[config.mk]
export PLATFORM = sky130hd
export DESIGN_NAME = speech_packet_rate_interface
export DESIGN_NICKNAME = d
export VERILOG_FILES = /design/src/rtl/packet_fifo.v /design/src/rtl/speech_packet_rate_interface.v
export VERILOG_INCLUDE_DIRS = /design/src /design/src/common
export SDC_FILE = /design/constraint.sdc
export NUM_CORES = 1
export LEC_CHECK = 0
export ABC_AREA = 1
export BUFFER_PORTS_ARGS = -buffer_cell sky130_fd_sc_hd__clkbuf_2
export CORE_ASPECT_RATIO = 1.4
export CORE_UTILIZATION = 40
export CTS_CLUSTER_DIAMETER = 60
export DETAILED_ROUTE_END_ITERATION = 7
export PLACE_DENSITY = 0.55
export SLEW_MARGIN = 0
export SYNTH_ARGS = -nofsm -noshare
export SYNTH_HDL_FRONTEND = slang
export SYNTH_SLANG_ARGS = --single-unit
[constraint.sdc]
create_clock -name clock_in -period 1.65 [get_ports clock_in]
set_clock_uncertainty 0.05 [all_clocks]
set_input_delay 0.0825 -clock clock_in [delete_from_list [all_inputs] [get_ports clock_in]]
set_output_delay 0.0825 -clock clock_in [all_outputs]
set_load 0.01 [all_outputs]
[src/common/speech_packet_regs.vh]
// constants for the speech packet rate interface: packet types, sizes, modes, timing
// assumes a 40 MHz system clock
`ifndef SPEECH_PACKET_REGS_VH
`define SPEECH_PACKET_REGS_VH

// packet type codes
`define PKT_FULL      3'h0
`define PKT_HALF      3'h1
`define PKT_QUARTER   3'h2
`define PKT_EIGHTH    3'h3
`define PKT_BLANK     3'h4
`define PKT_ERASURE   3'h5

// payload lengths in bits
`define BITS_FULL     9'h10a
`define BITS_HALF     9'h07c
`define BITS_QUARTER  9'h036
`define BITS_EIGHTH   9'h014
`define BITS_BLANK    9'h000

// speech classes
`define CLASS_SILENT     2'h0
`define CLASS_UNVOICED   2'h1
`define CLASS_VOICED     2'h2
`define CLASS_TRANSITION 2'h3

// mode-select field: bit 2 narrowband, bits 1:0 mode (3 = mode 2 half-rate max)
`define MODE_RESET    3'h0
`define MODE_NB_BIT   2
`define MODE_HRMAX    2'h3

// timing
`define CLOCK_HZ        40000000
`define FRAME_MS        20
`define INIT_MS         40
`define MUTE_MS         1000
`define SWITCH_MS       20
`define FRAME_CYCLES    (`CLOCK_HZ / 1000 * `FRAME_MS)
`define INIT_CYCLES     (`CLOCK_HZ / 1000 * `INIT_MS)
`define MUTE_FRAMES     (`MUTE_MS / `FRAME_MS)
`define SWITCH_FRAMES   (`SWITCH_MS / `FRAME_MS)

`endif

[src/rtl/packet_fifo.v]
// small synchronous fifo for outgoing packet descriptors
// assumes one clock and a synchronous active-high reset
`timescale 1ns/100ps
`default_nettype none

module packet_fifo #(
  parameter WIDTH = 12,
  parameter DEPTH = 4,
  parameter AW    = 2
) (
  // clock and reset
  input  wire             clock_in,
  input  wire             rst_in,
  // fill side
  input  wire             in_valid_in,
  output wire             in_ready_out,
  input  wire [WIDTH-1:0] in_data_in,
  // drain side
  output wire             out_valid_out,
  input  wire             out_ready_in,
  output wire [WIDTH-1:0] out_data_out
);

  reg [WIDTH-1:0] mem_reg [0:DEPTH-1];
  reg [AW-1:0]    wr_ptr_reg;
  reg [AW-1:0]    rd_ptr_reg;
  reg [AW:0]      count_reg;
  wire            push;
  wire            pop;

  // full and empty come straight from the occupancy count
  assign in_ready_out  = (count_reg != DEPTH[AW:0]);
  assign out_valid_out = (count_reg != {(AW+1){1'b0}});
  assign out_data_out  = mem_reg[rd_ptr_reg];
  assign push          = in_valid_in & in_ready_out;
  assign pop           = out_valid_out & out_ready_in;

  //////////////////////////////////////////////////////////////////////////////
  // pointers and storage
  always @(posedge clock_in)
  begin
    if (rst_in)
    begin
      wr_ptr_reg <= {AW{1'b0}};
      rd_ptr_reg <= {AW{1'b0}};
      count_reg  <= {(AW+1){1'b0}};
    end
    else
    begin
      if (push)
      begin
        mem_reg[wr_ptr_reg] <= in_data_in;
        wr_ptr_reg          <= (wr_ptr_reg == DEPTH[AW-1:0] - 1'b1) ? {AW{1'b0}} : wr_ptr_reg + 1'b1;
      end
      if (pop)
        rd_ptr_reg <= (rd_ptr_reg == DEPTH[AW-1:0] - 1'b1) ? {AW{1'b0}} : rd_ptr_reg + 1'b1;
      if (push & ~pop)
        count_reg <= count_reg + 1'b1;
      else if (pop & ~push)
        count_reg <= count_reg - 1'b1;
    end
  end

endmodule // packet_fifo

`default_nettype wire

[src/rtl/speech_packet_rate_interface.v]
// frame-level packet rate control between a speech codec and the multiplex sublayer
// assumes command and call-state inputs are synchronous to clock_in; the frame tick is internal
// assumes the sublayer drains descriptors within a frame; a 4-deep fifo absorbs short stalls
`timescale 1ns/100ps
`default_nettype none
`include "speech_packet_regs.vh"

module speech_packet_rate_interface #(
  parameter FRAME_CYCLES = `FRAME_CYCLES,
  parameter INIT_CYCLES  = `INIT_CYCLES,
  parameter MUTE_FRAMES  = `MUTE_FRAMES
) (
  // clock and reset
  input  wire        clock_in,
  input  wire        rst_in,
  // connection setup
  input  wire        action_time_in,
  input  wire        call_instance_in,
  input  wire        conversation_in,
  // per-frame commands from the sublayer
  input  wire        blank_cmd_in,
  input  wire        rate_limit_cmd_in,
  // speech class from the analysis front end
  input  wire [1:0]  speech_class_in,
  // control message
  input  wire        ctrl_msg_valid_in,
  input  wire [2:0]  encoding_mode_select_in,
  input  wire        peer_mobile_flag_in,
  input  wire        reinit_flag_in,
  // outgoing packet descriptors
  output wire        tx_valid_out,
  input  wire        tx_ready_in,
  output wire [2:0]  tx_type_out,
  output wire [8:0]  tx_bits_out,
  output wire        tx_all_ones_out,
  output wire        tx_overflow_out,
  // received packet from the sublayer
  input  wire        rx_valid_in,
  input  wire [2:0]  rx_type_in,
  output reg  [8:0]  rx_bits_out,
  output reg         rx_erasure_out,
  output reg         rx_blank_out,
  output reg         rx_strobe_out,
  // status
  output reg         running_out,
  output reg         init_busy_out,
  output reg         audio_mute_out,
  output reg  [2:0]  mode_out,
  output reg         narrowband_out
);

  localparam ST_IDLE = 2'h0;
  localparam ST_INIT = 2'h1;
  localparam ST_RUN  = 2'h2;

  // spacing load counts frame ticks; the extra tick keeps a full frame period
  // between switches even when a switch lands just before a tick
  localparam [31:0] SWITCH_LOAD = `SWITCH_FRAMES + 1;
  localparam [31:0] MUTE_LOAD   = MUTE_FRAMES;

  reg [1:0]  state_reg;
  reg [1:0]  state_next;
  reg [25:0] cycle_reg;
  reg        frame_tick_reg;
  reg [25:0] init_cnt_reg;
  reg        action_seen_reg;
  reg        instance_seen_reg;
  reg        pend_valid_reg;
  reg [2:0]  pend_mode_reg;
  reg        pend_peer_reg;
  reg        pend_reinit_reg;
  reg        peer_reg;
  reg [7:0]  mute_cnt_reg;
  reg [7:0]  switch_cnt_reg;
  reg        overflow_reg;
  reg [2:0]  type_next;
  wire       start_connect;
  wire       apply_msg;
  wire       do_reinit;
  wire       fifo_ready;
  wire       ones_next;
  wire [12:0] fifo_out;

  // payload length for a packet type
  function [8:0] type_bits;
    input [2:0] t;
    begin
      case (t)
        `PKT_FULL:    type_bits = `BITS_FULL;
        `PKT_HALF:    type_bits = `BITS_HALF;
        `PKT_QUARTER: type_bits = `BITS_QUARTER;
        `PKT_EIGHTH:  type_bits = `BITS_EIGHTH;
        default:      type_bits = `BITS_BLANK;
      endcase
    end
  endfunction

  // rate chosen from speech class and mode; half-rate-max mode never exceeds half
  // silent frames go out at eighth rate unless blank_cmd_in is set, which keeps the average low in every mode
  function [2:0] pick_rate;
    input [1:0] cls;
    input [1:0] mode;
    begin
      case (cls)
        `CLASS_SILENT:   pick_rate = `PKT_EIGHTH;
        `CLASS_UNVOICED: pick_rate = (mode == 2'h0) ? `PKT_HALF : `PKT_QUARTER;
        `CLASS_VOICED:   pick_rate = (mode == `MODE_HRMAX) ? `PKT_HALF :
                                     (mode == 2'h2) ? `PKT_HALF : `PKT_FULL;
        default:         pick_rate = (mode == `MODE_HRMAX) ? `PKT_HALF : `PKT_FULL;
      endcase
    end
  endfunction

  //////////////////////////////////////////////////////////////////////////////
  // connection start and reinit decode
  // both events are latched while idle so either order starts the codec
  assign start_connect = (state_reg == ST_IDLE) &
                         (action_seen_reg | action_time_in) &
                         (instance_seen_reg | call_instance_in);
  assign apply_msg     = pend_valid_reg & action_time_in & (state_reg != ST_IDLE);
  assign do_reinit     = apply_msg & pend_reinit_reg;

  //////////////////////////////////////////////////////////////////////////////
  // state machine next state
  always @*
  begin
    state_next = state_reg;
    case (state_reg)
      ST_IDLE: if (start_connect) state_next = ST_INIT;
      ST_INIT: if (init_cnt_reg == INIT_CYCLES - 1) state_next = ST_RUN;
      ST_RUN:  if (do_reinit) state_next = ST_INIT;
      default: state_next = ST_IDLE;
    endcase
  end

  //////////////////////////////////////////////////////////////////////////////
  // state, init timer and connection event latches
  always @(posedge clock_in)
  begin
    if (rst_in)
    begin
      state_reg         <= ST_IDLE;
      init_cnt_reg      <= 26'h0000000;
      action_seen_reg   <= 1'b0;
      instance_seen_reg <= 1'b0;
    end
    else
    begin
      // a reinit from run goes back through init; idle is left only once
      state_reg <= state_next;
      if (state_reg == ST_INIT)
        init_cnt_reg <= init_cnt_reg + 26'h0000001;
      else
        init_cnt_reg <= 26'h0000000;
      // remember whichever event came first so the later one starts the codec
      if (state_reg == ST_IDLE)
      begin
        action_seen_reg   <= action_seen_reg | action_time_in;
        instance_seen_reg <= instance_seen_reg | call_instance_in;
      end
    end
  end

  //////////////////////////////////////////////////////////////////////////////
  // frame pacing: free-running 20 ms tick once running
  // the counter restarts on each entry to run, so the first frame is a full period
  always @(posedge clock_in)
  begin
    if (rst_in || state_reg != ST_RUN)
    begin
      cycle_reg      <= 26'h0000000;
      frame_tick_reg <= 1'b0;
    end
    else
    begin
      frame_tick_reg <= (cycle_reg == FRAME_CYCLES - 1);
      if (cycle_reg == FRAME_CYCLES - 1)
        cycle_reg <= 26'h0000000;
      else
        cycle_reg <= cycle_reg + 26'h0000001;
    end
  end

  //////////////////////////////////////////////////////////////////////////////
  // control message holding, mode, mute and switch spacing
  always @(posedge clock_in)
  begin
    if (rst_in)
    begin
      pend_valid_reg  <= 1'b0;
      pend_mode_reg   <= `MODE_RESET;
      pend_peer_reg   <= 1'b0;
      pend_reinit_reg <= 1'b0;
      peer_reg        <= 1'b0;
      mode_out        <= `MODE_RESET;
      narrowband_out  <= 1'b0;
      mute_cnt_reg    <= 8'h00;
      switch_cnt_reg  <= 8'h00;
      audio_mute_out  <= 1'b0;
    end
    else
    begin
      // a new message overwrites the single pending slot; arrival beats the apply
      if (ctrl_msg_valid_in)
      begin
        pend_valid_reg  <= 1'b1;
        pend_mode_reg   <= encoding_mode_select_in;
        pend_peer_reg   <= peer_mobile_flag_in;
        pend_reinit_reg <= reinit_flag_in;
      end
      else if (apply_msg)
        pend_valid_reg <= 1'b0;
      if (frame_tick_reg && switch_cnt_reg != 8'h00)
        switch_cnt_reg <= switch_cnt_reg - 8'h01;
      // entering init clears the mode and frees the spacing window for the first switch
      if (state_next == ST_INIT && state_reg != ST_INIT)
      begin
        mode_out       <= `MODE_RESET;
        narrowband_out <= 1'b0;
        switch_cnt_reg <= 8'h00;
      end
      else if (apply_msg && pend_mode_reg != mode_out && switch_cnt_reg == 8'h00)
      begin
        // a switch inside the spacing window is dropped, the old mix stays
        mode_out       <= pend_mode_reg;
        narrowband_out <= pend_mode_reg[`MODE_NB_BIT];
        switch_cnt_reg <= SWITCH_LOAD[7:0];
      end
      if (apply_msg)
        peer_reg <= pend_peer_reg;
      // mute runs one second of frames after init when the peer flag is held
      if (state_reg == ST_INIT && state_next == ST_RUN)
        mute_cnt_reg <= (peer_reg | (apply_msg & pend_peer_reg)) ? MUTE_LOAD[7:0] : 8'h00;
      else if (frame_tick_reg && mute_cnt_reg != 8'h00)
        mute_cnt_reg <= mute_cnt_reg - 8'h01;
      audio_mute_out <= (mute_cnt_reg != 8'h00) | (state_reg != ST_RUN);
    end
  end

  //////////////////////////////////////////////////////////////////////////////
  // per-frame transmit type selection
  // priority: blank, then the idle filler, then the half-rate cap
  always @*
  begin
    type_next = pick_rate(speech_class_in, mode_out[1:0]);
    if (blank_cmd_in)
      type_next = `PKT_BLANK;
    else if (!conversation_in)
      type_next = `PKT_EIGHTH;
    else if (rate_limit_cmd_in && type_next == `PKT_FULL)
      type_next = `PKT_HALF;
  end

  // descriptor is type, all-ones flag and payload length; a full fifo drops and flags
  // dropping keeps the frame grid intact; the sticky flag reports that a frame was lost
  always @(posedge clock_in)
  begin
    if (rst_in)
      overflow_reg <= 1'b0;
    else if (frame_tick_reg && !fifo_ready)
      overflow_reg <= 1'b1;
  end

  // outside conversation the filler eighth-rate frame is sent with every bit set;
  // blank wins over it because type_next is already blank then
  assign ones_next = (type_next == `PKT_EIGHTH) & ~conversation_in;

  // one push per tick; the fifo depth bounds how long the sublayer may stall
  packet_fifo #(
    .WIDTH (13),
    .DEPTH (4),
    .AW    (2)
  ) tx_fifo (
    .clock_in      (clock_in),
    .rst_in        (rst_in),
    .in_valid_in   (frame_tick_reg),
    .in_ready_out  (fifo_ready),
    .in_data_in    ({ones_next, type_next, type_bits(type_next)}),
    .out_valid_out (tx_valid_out),
    .out_ready_in  (tx_ready_in),
    .out_data_out  (fifo_out)
  );

  // descriptor fields: all-ones flag, type, payload length
  assign tx_type_out     = fifo_out[11:9];
  assign tx_bits_out     = fifo_out[8:0];
  assign tx_all_ones_out = fifo_out[12];
  assign tx_overflow_out = overflow_reg;

  //////////////////////////////////////////////////////////////////////////////
  // received packet classification; processed in every state, strobed only in run
  // erasure and blank carry no payload, so their length reads zero
  always @(posedge clock_in)
  begin
    if (rst_in)
    begin
      rx_bits_out    <= 9'h000;
      rx_erasure_out <= 1'b0;
      rx_blank_out   <= 1'b0;
      rx_strobe_out  <= 1'b0;
      running_out    <= 1'b0;
      init_busy_out  <= 1'b0;
    end
    else
    begin
      rx_strobe_out  <= rx_valid_in & (state_reg == ST_RUN);
      if (rx_valid_in)
      begin
        rx_bits_out    <= type_bits(rx_type_in);
        rx_erasure_out <= (rx_type_in == `PKT_ERASURE);
        rx_blank_out   <= (rx_type_in == `PKT_BLANK);
      end
      running_out   <= (state_reg == ST_RUN);
      init_busy_out <= (state_reg == ST_INIT);
    end
  end

endmodule // speech_packet_rate_interface

`default_nettype wire

==> results of run 1 <==
-- synthesized netlist by cell type (all sizes together) (2+ instances only) --
cell type    n
nand3b       2
buf         14
or3          2
nor2       154
clkinv       2
nor4         4
clkbuf       6
o21ai       52
nand4       18
inv        122
o22ai       10
a31oi        2
nand3       39
a21oi       59
dfxtp      105
nand2      174
a211oi       2
or2          5
xnor2        7
xor2        18
ha          12
edfxtp      40
o31ai        2
nor3        21
-- power by group through the flow --
stage	registers, W	clock network, W	logic (W)
2_1_floorplan	0.00389	0	0.000678
3_3_place_gp	0.00391	0	0.00110
3_5_place_dp	0.00391	0	0.00112
4_1_cts	0.00385	0.00366	0.00116
5_1_grt	0.00388	0.00380	0.00139
6_report	0.00387	0.00356	0.00125
-- worst max-delay path by stage --
| stage | start | endpoint | cells after the start | slack, ps |
|---|---|---|---|---|
| floorplan | tx_fifo.count_reg[1] | tx_fifo.count_reg[2] | 10 | 20 |
| global placement | tx_fifo.count_reg[1] | tx_fifo.count_reg[2] | 10 | 30 |
| detailed placement | tx_fifo.count_reg[1] | tx_fifo.count_reg[2] | 10 | -20 |
| CTS | tx_fifo.count_reg[1] | tx_fifo.count_reg[2] | 10 | -20 |
| global route | tx_fifo.count_reg[1] | tx_fifo.count_reg[2] | 10 | -40 |
| finish | tx_fifo.count_reg[1] | tx_fifo.count_reg[2] | 10 | 20 |
-- worst reg2reg max path, cell delays in order, from the launching register on --
cell	delay, ps
dfxtp_2	350
inv_4	50
a31oi_4	170
ha_2	190
inv_2	40
fa_2	330
nor2_1	90
nor2_1	40
nand2_1	70
o21ai_1	60
a21oi_1	120
-- cells by family after synthesis --
family,after synthesis,share of synthesized area [%]
AOI/OAI and AO/OA,131,10.5
adders and majority gates,13,2.47
xor gates and xnor gates,25,3.17
and+or+nand+nor,420,27.1
other,1,0.0544
buffers and inverters,144,8.83
DFF,145,47.9
-- what timing repair did --
action | CTS | global route
pin swaps | 1 | 13
hold buffers | 19 | 0
setup endpoints to repair | 17 | 88
setup buffers | 1 | 4
endpoints found under the hold margin | 25 | 0
cloned | 0 | 2
resized for setup | 6 | 63
-- per-layer routing --
| metal | wire length [um] | up-vias |
|---|---|---|
| met5 | 0 | - |
| met4 | 403 | 0 |
| met3 | 531 | 30 |
| met2 | 9000 | 85 |
| met1 | 6590 | 2726 |
| li1 | - | 3088 |
-- cell type report --
cell class	count	area [sq um]
multi-input cells	593	3160
flip-flops and latches	145	3330
fillers	1608	8100
clock buffers	17	425
inverters	124	479
well taps	203	254
clock inverters	15	118
repair buffers	127	961
-- metrics by stage --
step / hold slack, ps / power [W] / setup slack (ps)
final: 31.6 / 0.00867 / 17.4
after global placement: 271 / 0.00501 / 26.8
after floorplan: 131 / 0.00457 / 21.7
after global routing: 77.8 / 0.00906 / -37.4
after CTS: 16.6 / 0.00866 / -17.9
after detailed placement: 274 / 0.00503 / -15.8
==> results.yml, run 1 <==
routing:
  num_vias: 5929
  drt_wl_total_um: 16500
  drt-initial-drc-count: 281
  viasPerCell: 4.84
  antenna_left: 0
  wire_per_inst_um: 13.5
  drtPass1Iterations: 4
  drc: 0
hold_path:
  min_to: "instance_seen_reg"
  hold_path_class: "primary input to flip-flop"
  hold_start: "call_instance_in"
  min_delay_path_depth: 5
logic_synthesis:
  async_flop_share_pct: 0
  yosysTopAreaCell: "dfxtp_1"
  yosys_warnings: 0
  yosys_most_used_dff: "dfxtp_1"
  synthCells: 879
  ys_seq_elements: 145
  postSynthAreaPerCell_sq_um: 7.85
  yosys.cell_types.count: 50
  synthTopCellsByArea: "dfxtp_1 (30%), edfxtp_1 (17%), nand2_1 (9.1%)"
  yosysTopAreaCellShare_pct: 30.5
  syn-cell-area_sq_mm: 0.00690
  seq_area_frac_synth_pct: 47.9
  synth-edff-count: 40
clock_tree:
  htreeDepth: 4
  cts_buffers: 17
  clockBufferDepth: 2
  clkSinkCount: 145
  cts_tree: "done"
  clk_pin_slew_ps: 60
  root_buffer: "clkbuf_16"
  clk-insertion-delay-late_ps: 420
worst_setup_path:
  path_max_fanout: 3
  crit_buf_inv: 2
  cp_slowest_cell: "dfxtp_2"
  crit_top_cell: "nor2_1"
  critPathLaunchType: "flip-flop"
  cp.required_ps: 1950
  critPathArrivalTime_ps: 1930
  reg2reg_setup_slack_ps: 20
  critPathMaxStageDelay_ps: 350
  cp-end-kind: "flip-flop"
  r2r_start: "tx_fifo.count_reg[1]"
  crit_family: "adder cells"
  reg2reg_depth: 10
  r2r_end: "tx_fifo.count_reg[2]"
  crit_chain: "inv_4, a31oi_4, ha_2, inv_2, fa_2, nor2_1, nor2_1, nand2_1, o21ai_1, a21oi_1"
  crit_type: "flip-flop to flip-flop"
floorplanning:
  start_util_pct: 41.0
  core_region_area_sq_mm: 0.0168
  fp.dieW_um: 113
  die_area_sq_mm: 0.0178
  pin_count: 54
  rows: 56
  die_y_um: 157
pwr:
  max-vdd-ir-drop_uv: 500
  intPower_w: 0.00637
  p_seq_share_pct: 44.6
  power.density_mw_per_mm2: 994
  clkPwrFrac_pct: 41.0
  comb_power_share_pct: 14.4
  power_switching_w: 0.00230
  power.static_leakage_nw: 3.47
  power_switching_share_pct: 26.5
place:
  place_inst: 1166
  gp_congestion: 0.860
  placed_cell_area_sq_mm: 0.00772
  io_buffers: 49
  dp_hpwl_um: 12300
timing:
  fmax_ghz: 0.613
  final-setup-viol-count: 0
  post-route-period-util_pct: 98.9
  maxSlewViolCount: 0
  timing.setup.tns_ps: 0
  grt_setup_unrepaired: "true"
  fin_crit_ps: 1630
  hold_viol: 0
global_routing:
  antenna_found_initial: 0
  grt_use_met3_pct: 3.85
  grt_pass1_wl_um: 26500
  gr-usage-all-layers_pct: 19.3
  grt.busiest_layer: "met2"
  grt_use_met2_pct: 37.4
  grt_max_degree: 18
  grt_use_met1_pct: 19.6
  overflow: 0
  grt_pass1_vias: 5610
finish:
  final_util_pct: 51.9
  final_cell_mix: "nand2_1 (165), nor2_1 (127), inv_1 (111)"
  largest_reg_flops: 40
  fin_nets: 1041
  area_growth_pct: 26.4
  stdcell_count: 1224
  layout_commonest_cell: "nand2_1"
  diodes: 0
  stdcell_area_sq_mm: 0.00872
  drive_above_1_share_pct: 22.9
outcome:
  status: "finished, final reports clean"
flow_run:
  drv_cap: 0
Note: power is estimated with default switching activity, not from simulation.
==> inputs of run 2 (changes only) <==
--- a/config.mk
+++ b/config.mk
@@ -12,7 +12,6 @@
 export CORE_UTILIZATION = 40
 export CTS_CLUSTER_DIAMETER = 60
 export DETAILED_ROUTE_END_ITERATION = 7
-export PLACE_DENSITY = 0.55
 export SLEW_MARGIN = 0
 export SYNTH_ARGS = -nofsm -noshare
 export SYNTH_HDL_FRONTEND = slang
==> run 2 against run 1 <==
Compared with the run above: the flow now finishes with violations (negative setup slack); combinational power rose by 6%; fmax shrank 2.7%; die area unchanged; final cell count is 0.82% lower; clock-buffer cell count grew 6; worst hold slack worse by 19 ps; critical path depth stayed put; sequential power about the same; non-clock buffer count is 10 lower; sequential cell count unchanged; wire length down 2.8%.
==> results.yml, run 2 (synthesis results as in run 1) <==
timing:
  whs_ps: 13.0
  final-setup-viol-count: 1
  post-route-period-util_pct: 102
  maxSlewViolCount: 0
  fmax_ghz: 0.596
  hold_viol: 0
  layout_setup_ws_ps: -27.1
  grt_setup_unrepaired: "true"
  fin_crit_ps: 1680
  timing.setup.tns_ps: -27.1
finish:
  fin_nets: 1031
  drive_above_1_share_pct: 23.5
  area_growth_pct: 27.9
  diodes: 0
  final_cell_mix: "nand2_1 (162), nor2_1 (122), inv_1 (108)"
  largest_reg_flops: 40
  layout_commonest_cell: "nand2_1"
hold_path:
  hold_path_class: "primary input to flip-flop"
worst_setup_path:
  crit_start: "tx_fifo.count_reg[1]"
  critPathMaxStageDelay_ps: 350
  critPathArrivalTime_ps: 1980
  cp-endpoint: "tx_fifo.count_reg[2]"
  cp_slowest_cell: "dfxtp_2"
  cp.required_ps: 1950
  cp-end-kind: "flip-flop"
  r2r_start: "tx_fifo.count_reg[1]"
  crit_type: "flip-flop to flip-flop"
  critPathLaunchType: "flip-flop"
  crit_chain: "inv_4, a31oi_4, ha_2, inv_2, fa_2, nor2_2, nor2_1, nand2_1, o21ai_1, a21oi_1"
  r2r_end: "tx_fifo.count_reg[2]"
  reg2reg_setup_slack_ps: -30
  path_max_fanout: 3
  reg2reg_depth: 10
routing:
  num_vias: 5910
  antenna_left: 0
  drt-initial-drc-count: 209
  drtPass1Iterations: 4
  drt_wl_total_um: 16100
  viasPerCell: 4.87
  drc: 0
  wire_per_inst_um: 13.2
place:
  dp_slack_ps: -20.4
  io_buffers: 49
  gp_congestion: 0.850
  dp_hpwl_um: 11700
global_routing:
  grt_pass1_wl_um: 26100
  grt_max_degree: 21
  grt_pass1_vias: 5675
  gr-usage-all-layers_pct: 18.8
  antenna_found_initial: 0
  overflow: 0
floorplanning:
  fp.dieW_um: 113
  rows: 56
  pin_count: 54
  die_area_sq_mm: 0.0178
  core_region_area_sq_mm: 0.0168
  start_util_pct: 41.0
  die_y_um: 157
clock_tree:
  cts_tree: "done"
  root_buffer: "clkbuf_16"
  clk-insertion-delay-late_ps: 420
  cts_buffers: 17
  clk_pin_slew_ps: 60
  clockBufferDepth: 2
  clkSinkCount: 145
  htreeDepth: 4
pwr:
  power.density_mw_per_mm2: 1050
  total_power_w: 0.00930
  max-vdd-ir-drop_uv: 557
  power.static_leakage_nw: 3.48
outcome:
  status: "complete, but fails checks"
  failed_checks: "negative setup slack"
flow_run:
  drv_cap: 0
-- run 2: cell types whose count changed in the layout (fill, tap and decap cells not counted), sizes merged --
cell	change
buf	-8
bufinv	+3
clkbuf	+6
clkinv	-4
clkinvlp	-2
dlygate4sd3	-2
inv	-3
-- run 2: how the worst min path moves through the flow --
stage                               start                     end  slack [ps]  cells after the start
2_1_floorplan                blank_cmd_in  tx_fifo.mem_reg[0][11]         130                      0
6_report                           rst_in   tx_fifo.wr_ptr_reg[1]          10                      4
5_1_grt                            rst_in   tx_fifo.wr_ptr_reg[1]          30                      4
3_5_place_dp   encoding_mode_select_in[2]        pend_mode_reg[2]         260                      3
4_1_cts                            rst_in   tx_fifo.wr_ptr_reg[1]           4                      4
3_3_place_gp   encoding_mode_select_in[2]        pend_mode_reg[2]         270                      3
-- run 2: timing repair --
action,CTS,global route
pin swaps,5,20
gates resized for setup,8,91
cloned,0,4
hold buffers,17,0
endpoints found under the setup margin,15,95
setup buffers,2,3
endpoints found under the hold margin,22,0
-- run 2: report_power, final --
group	internal, W	switching [W]	total, W	leakage (nW)
Combinational	0.000588	0.000741	0.00133	1.93
Sequential	0.00376	0.000103	0.00387	1.24
Clock	0.00270	0.00141	0.00411	0.316
-- run 2: cell type report --
class	instances	area (sq um)
Clock buffer	23	489
Inverter	124	482
Timing Repair Buffer	117	896
Multi-Input combinational cell	593	3220
Fill cell	1590	7990
Clock inverter	9	153
Sequential cell	145	3320
Tap cell	203	254
-- run 2: layer usage --
metal / GRT usage (%) / share of wire [%] / vias to the layer above
met5: 0 / 0 / -
met3: 3.93 / 3.2 / 21
met4: 7.39 / 1.6 / 0
met2: 36.1 / 55 / 111
met1: 19.9 / 40 / 2711
li1: - / - / 3067
-- run 2: stage by stage --
step | cells | utilization, % | area [sq um]
2_1_floorplan | 882 | - | 6950
3_3_place_gp | 1156 | 45.5 | 7650
3_5_place_dp | 1156 | 45.5 | 7650
4_1_cts | 1207 | 50.5 | 8480
5_1_grt | 1214 | 52.5 | 8820
6_report | 1214 | 52.5 | 8820
-- run 2: worst max-delay path: cells and delay by family (launching register included) --
kind | cells | cell delay (ps)
flip-flops | 1 | 350
AND/OR/NAND/NOR | 3 | 230
AO/OA/AOI/OAI | 3 | 360
adder cells (fa/ha/maj) | 2 | 530
buffers and inverters | 2 | 100
